## config.mk

```make
export PLATFORM = sky130hd
export DESIGN_NAME = load_shift_register
export DESIGN_NICKNAME = d
export VERILOG_FILES = /design/src/shared/shift_pkg.sv /design/src/load_shift_register.sv /design/src/stage_cell.sv
export SDC_FILE = /design/constraint.sdc
export NUM_CORES = 1
export LEC_CHECK = 0
export CORE_AREA = 5 5 42 44
export DETAILED_ROUTE_END_ITERATION = 12
export DIE_AREA = 0 0 47 49
export DONT_BUFFER_PORTS = 1
export GPL_TIMING_DRIVEN = 0
export PLACE_DENSITY = 0.6
export SYNTH_ARGS = -nofsm -noshare
export SYNTH_HDL_FRONTEND = slang
export SYNTH_SLANG_ARGS = --single-unit
```

## constraint.sdc

```tcl
create_clock -name clk_sys_i -period 2.9 [get_ports clk_sys_i]
set_clock_uncertainty 0.05 [all_clocks]
set_input_delay 0.58 -clock clk_sys_i [delete_from_list [all_inputs] [get_ports clk_sys_i]]
set_output_delay 0.58 -clock clk_sys_i [all_outputs]
set_load 0.05 [all_outputs]
```

## src/shared/shift_pkg.sv

```systemverilog
/*
  constants for the eight-stage load/shift register: chain length,
  the tail window that is brought out, and fill-tracking counts.
  assumes: a single clock drives every stage; nothing else shares it.

  // Overview of operation
  // eight storage stages form one fully synchronous shift register
  // stages change only on a rising clock edge, never otherwise
  // load_select high at an edge loads all eight stages in parallel
  // load_select low at an edge captures serial_in into stage one
  // on a shift every stage takes its lower neighbour's old value
  // only stages six, seven and eight drive the tail outputs
  // serial bit reaches stage six after six edges, eight after eight
  // each stage is an edge-triggered d element holding its value
  // no reset on stages; contents unknown until filled or loaded
*/
`default_nettype none

package shift_pkg;

  // ****************************************************************
  // chain geometry
  // ****************************************************************
  localparam int STAGE_COUNT = 8;
  localparam int TAIL_LSB = 5;
  localparam int TAIL_WIDTH = 3;

  // ****************************************************************
  // fill tracking
  // ****************************************************************
  localparam int FILL_WIDTH = 4;
  localparam logic [3:0] FILL_RESET = 4'h0;
  localparam logic [3:0] FILL_FULL = 4'h8;
  localparam logic [3:0] FILL_STEP = 4'h1;

endpackage

`default_nettype wire

```

## src/load_shift_register.sv

```systemverilog
/*
  eight-stage shift register with parallel load; only the last three
  stages are visible. a fill flag tells when the contents are defined.
  assumes: load_select_i, parallel_in_i and serial_in_i are synchronous
  to clk_sys_i, which stands for the shift clock of the part.
*/
`timescale 1ns/1ps
`default_nettype none

module load_shift_register
(
  // clock and reset
  input wire logic clk_sys_i,
  input wire logic rst_i,
  // control and data in
  input wire logic load_select_i,
  input wire logic [7:0] parallel_in_i,
  input wire logic serial_in_i,
  // data out
  output logic [2:0] tail_stage_out_o,
  output logic contents_valid_o
);

  // ****************************************************************
  // stage chain
  // ****************************************************************
  logic [7:0] stage_q;
  logic [7:0] stage_nxt;

  // load wins over shift; the chain moves toward the last stage
  always_comb
  begin
    if (load_select_i)
    begin
      stage_nxt = parallel_in_i;
    end
    else
    begin
      stage_nxt = {stage_q[6:0], serial_in_i};
    end
  end

  // one cell per stage; no clock enable, every edge updates
  genvar g;
  generate
    for (g = 0; g < shift_pkg::STAGE_COUNT; g++)
    begin : g_stage
      stage_cell u_cell
      (
        .clk_sys_i(clk_sys_i),
        .d_i(stage_nxt[g]),
        .q_o(stage_q[g])
      );
    end
  endgenerate

  // tail outputs are the stage flops themselves, no extra delay
  assign tail_stage_out_o =
    stage_q[shift_pkg::TAIL_LSB +: shift_pkg::TAIL_WIDTH];

  // ****************************************************************
  // fill tracking
  // ****************************************************************
  // stages have no reset; this counter only reports when all eight
  // hold defined data, so the user need not guess after power-up
  logic [shift_pkg::FILL_WIDTH-1:0] fill_r;
  logic [shift_pkg::FILL_WIDTH-1:0] fill_nxt;
  logic valid_r;
  logic valid_nxt;

  always_comb
  begin
    fill_nxt = fill_r;
    if (rst_i)
    begin
      fill_nxt = shift_pkg::FILL_RESET;
    end
    else if (load_select_i)
    begin
      fill_nxt = shift_pkg::FILL_FULL;
    end
    else if (fill_r != shift_pkg::FILL_FULL)
    begin
      fill_nxt = fill_r + shift_pkg::FILL_STEP;
    end
    valid_nxt = (fill_nxt == shift_pkg::FILL_FULL);
  end

  always_ff @(posedge clk_sys_i)
  begin
    fill_r <= fill_nxt;
    valid_r <= valid_nxt;
  end

  assign contents_valid_o = valid_r;
endmodule

`default_nettype wire

```

## src/stage_cell.sv

```systemverilog
/*
  one storage stage of the chain: a plain d element with no reset.
  assumes: the parent computes the next value every cycle.
*/
`timescale 1ns/1ps
`default_nettype none

module stage_cell
(
  // clock
  input wire logic clk_sys_i,
  // data
  input wire logic d_i,
  output logic q_o
);

  logic q_r;
  logic q_nxt;

  always_comb
  begin
    q_nxt = d_i;
  end

  // no reset: holds indefinitely between edges, no minimum rate
  always_ff @(posedge clk_sys_i)
  begin
    q_r <= q_nxt;
  end

  assign q_o = q_r;

endmodule

`default_nettype wire

```

After elaboration in Yosys (flattened, before gate mapping)
Cells that the tools add are included.
Widths: inputs -> output; s select.
{"block": "op_classes", "n_addsub": 1, "n_eq_ne": 2, "n_mux": 4}
{"op": "$mux 4", "n": 3}
{"op": "$mux 8", "n": 1}
{"op": "$add 4x1->4 const B", "n": 1}
{"op": "$eq 4x4->1 const B", "n": 1}
{"op": "$ne 4x4->1 const B", "n": 1}
{"block": "word_totals", "ff_bits": 13, "inputBits": 12, "wordCells": 17}

Logic depth before layout (Yosys ltp)
{"block": "depth", "word_depth": 5, "mapped_depth": 5}

Cells and area by module
Synthesis repeated with hierarchy kept, for this count alone.
{"block": "hier_totals", "cells_unflattened": 46, "area_unflattened_um2": 530.5}
{"mod": "load_shift_register", "n_inst": 1, "cells_each": 38, "area_per_inst_um2": 370.4}
{"mod": "stage_cell", "n_inst": 8, "cells_each": 1, "area_per_inst_um2": 20.0}

Worst setup path before layout
No wires, ideal clock.
{"block": "synth_path", "kind": "input to register", "startpoint": "in load_select_i", "endpoint": "reg g_stage[0].u_cell.q_r", "t_arrival_ns": 1.084, "required_time_ns": 2.727, "setup_slack_ns": 1.643, "stages": 2, "path_cell_list": "buf_2 -> mux2_1"}
{"block": "synth_via", "elab_chain_cells": 1}
{"item": "from (decl)", "line_no": "load_shift_register.sv:16", "source": "input wire logic load_select_i,"}
{"item": "$mux 8", "line_no": "load_shift_register.sv:33", "source": "if (load_select_i)"}
{"item": "via g_stage[0].u_cell.d_i", "line_no": "stage_cell.sv:13", "source": "input wire logic d_i,"}
{"item": "to (signal assigned)", "line_no": "stage_cell.sv:28", "source": "q_r <= q_nxt;"}
{"item": "to (decl)", "line_no": "stage_cell.sv:17", "source": "logic q_r;"}
The timed path passes the listed nets, and every way through them passes these cells.

Worst setup path in the final report
{"block": "layout_path", "startpoint": "reg valid_r, in the netlist contents_valid_o", "endpoint": "out contents_valid_o"}
{"item": "from (decl)", "line_no": "load_shift_register.sv:68", "source": "logic valid_r;"}
{"item": "from (signal assigned)", "line_no": "load_shift_register.sv:92", "source": "valid_r <= valid_nxt;"}
{"item": "to (decl)", "line_no": "load_shift_register.sv:21", "source": "output logic contents_valid_o"}
No word-level cell between the ends.

==> run_results.csv <==
group,metric,value,unit
routing,drc,0,
cts,tritoncts,"yes",
hold_path,hold_end,"fill_r[2]$_DFF_P_",
final_layout,final_cell_mix,"dfxtp_1, mux2_1",
yosys,synth_area_per_cell,11.5,sq um
yosys,syn-instance-count,46,
hold_path,min-delay-start,"rst_i",
placement,dp_hpwl,631,microns
sta,fin_tns_setup,0,ps
final_layout,diodes,0,
yosys,netlist_area,531,sq um
cts,cts_buffers,3,
yosys,async_reset_ff_frac,0,
routing,wl_per_cell,12.3,microns
setup_path,rrSetupSlack,1570,ps
die,dieArea,0.00230,sq mm
grt,grt-ovfl-total,0,
yosys,ys_ff_latch,13,
sta,final_hold_viol_count,0,
run_status,status,"complete, no violations",
cts,htreeDepth,1,
placement,numPortBuffers,0,
setup_path,worst-path-max-fanout,1,
cts,cts_resized,0,
job,cap_violations,0,
setup_path,r2r_end,"contents_valid_o$_DFF_P_",
cts,cts_setup_buffers,0,
setup_path,crit_required,2270,ps
grt,grt_use_total,0.0877,
final_layout,multiInputGateArea,231,sq um
power_and_ir_drop,power,0.360,mW
placement,place_congestion,0.705,
cts,clk_latency,270,ps
routing,vias_per_cell,5.02,
routing,dr.pass1.iters,2,
power_and_ir_drop,powerDensity,622,mW/mm^2
routing,drt_wl_total,811,microns
setup_path,crit_path_start_kind,"flip-flop",
yosys,synth_edf_count,0,
yosys,synth-main-ff-cell,"dfxtp_1",
grt,grt_max_degree,11,
hold_path,hold_depth,1,
sta,slew_viol_final,0,
setup_path,path_class,"reg -> out",
power_and_ir_drop,power.leakage,0.245,nW
sta,tightest_slew,488,ps
cts,cts_hold_repair.buffers,0,
placement,place_area,551,sq um
final_layout,final-seq-area,260,sq um
placement,preCtsSetupSlack,1560,ps
die,die_y,49,microns
sta,slew_headroom,0.674,
sta,finalWorstSetupSlack,1370,ps
final_layout,final_common_cell,"dfxtp_1",
die,num_io_pins,16,
final_layout,drive_gt1_frac,0.180,
setup_path,worstPathArrival,900,ps
power_and_ir_drop,p_clk_frac,0.302,
final_layout,design_area,578,sq um
sta,rsz0062_at_grt,"false",
routing,vias,331,
yosys,synth.yosys.warnings,0,
final_layout,nNetsFinal,65,
yosys,netlist-cell-type-count,18,
yosys,synth_nets,60,
power_and_ir_drop,comb_power_share,0.132,
power_and_ir_drop,seqPwrFrac,0.567,
setup_path,worstSetupEndpointType,"output pin",
cts,cts_max_path_buffers,2,
power_and_ir_drop,p_sw_frac,0.265,
setup_path,regToRegStartpoint,"fill_r[0]$_DFF_P_",
routing,ant_nets,0,
grt,grt_pass1_wl,1.43,mm
sta,hold_ws,318,ps
final_layout,fillerInstances,145,
grt,grt_pass1_vias,346,
sta,timing.final.crit_share,0.529,
die,core_area,0.00140,sq mm
cts,cts-root-buf,"clkbuf_4",
sta,setup-violations-final,0,
power_and_ir_drop,power_switching,0.0954,mW
grt,antenna_found_initial,0,
die,rows,14,
power_and_ir_drop,p_int,0.264,mW
power_and_ir_drop,vdd_drop_max,0.492,mV
hold_path,min_path_type,"in -> reg",
setup_path,reg2regPathDepth,5,
cts,cts_sinks,13,
sta,fin_crit,1530,ps
yosys,ys_seq_area_frac,0.491,
sta,clock.fmax,652,MHz
final_layout,area_growth,8.96,%
die,die_w,47,microns
routing,drt-initial-drc-count,1,
cts,clk_pin_slew,80,ps
die,start_util,0.379,
-- kinds of logic after synthesis --
group,count (synthesis),share of synthesized area
DFF,13,0.491
and+or+nand+nor,10,0.118
muxes,9,0.189
buffers and inverters,7,0.0731
AOI/OAI and AO/OA,5,0.0825
adders and majority gates,2,0.0472
-- worst max-delay path by stage --
stage                                  start                       endpoint  slack, ps  cells past startpoint
floorplan                      load_select_i  g_stage[0].u_cell.q_o$_DFF_P_       1640                      2
global placement               load_select_i  g_stage[1].u_cell.q_o$_DFF_P_       1570                      2
detailed placement             load_select_i  g_stage[1].u_cell.q_o$_DFF_P_       1560                      2
CTS                 contents_valid_o$_DFF_P_               contents_valid_o       1340                      0
global route        contents_valid_o$_DFF_P_               contents_valid_o       1330                      0
finish              contents_valid_o$_DFF_P_               contents_valid_o       1370                      0
-- cell usage after synthesis (2+ instances only) --
library cell | count | area share
nor3_1 | 2 | 0.019
dfxtp_1 | 13 | 0.49
nor3b_1 | 2 | 0.028
ha_1 | 2 | 0.047
buf_4 | 3 | 0.042
nor2b_1 | 3 | 0.035
inv_1 | 3 | 0.021
mux2_1 | 8 | 0.17
-- power groups by stage --
| stage | sequential, mW | clock, mW | combinational [mW] |
|---|---|---|---|
| finish | 0.204 | 0.109 | 0.0473 |
| global route | 0.206 | 0.121 | 0.0525 |
| CTS | 0.204 | 0.115 | 0.0482 |
| detailed placement | 0.208 | 0 | 0.0480 |
| global placement | 0.208 | 0 | 0.0476 |
| floorplan | 0.206 | 0 | 0.0440 |
-- flip-flops by register name, indices dropped and copies added, names as in the netlist --
register / flops
g_stage.u_cell.q_o: 8
fill_r: 4
contents_valid_o: 1
-- final cells by class --
cell class / instances / share of cell area
clock inverter: 1 / 0.00866
clock buffer: 3 / 0.0390
buffer: 4 / 0.0476
multi-input combinational: 26 / 0.400
tap: 16 / 0.0346
sequential: 13 / 0.450
inverter: 3 / 0.0195
-- metal layers --
layer,up-vias,GRT usage,wire (microns)
met5,-,0,0
met4,0,0.0276,9
met3,2,0.0701,98
met2,13,0.129,367
met1,148,0.0935,336
li1,168,-,-
-- per-stage QoR --
step / cells / utilization
after floorplan: 46 / -
after global placement: 62 / 0.393
after detailed placement: 62 / 0.393
after CTS: 66 / 0.413
after global routing: 66 / 0.413
final: 66 / 0.413
(Power assumes the default switching activity.)
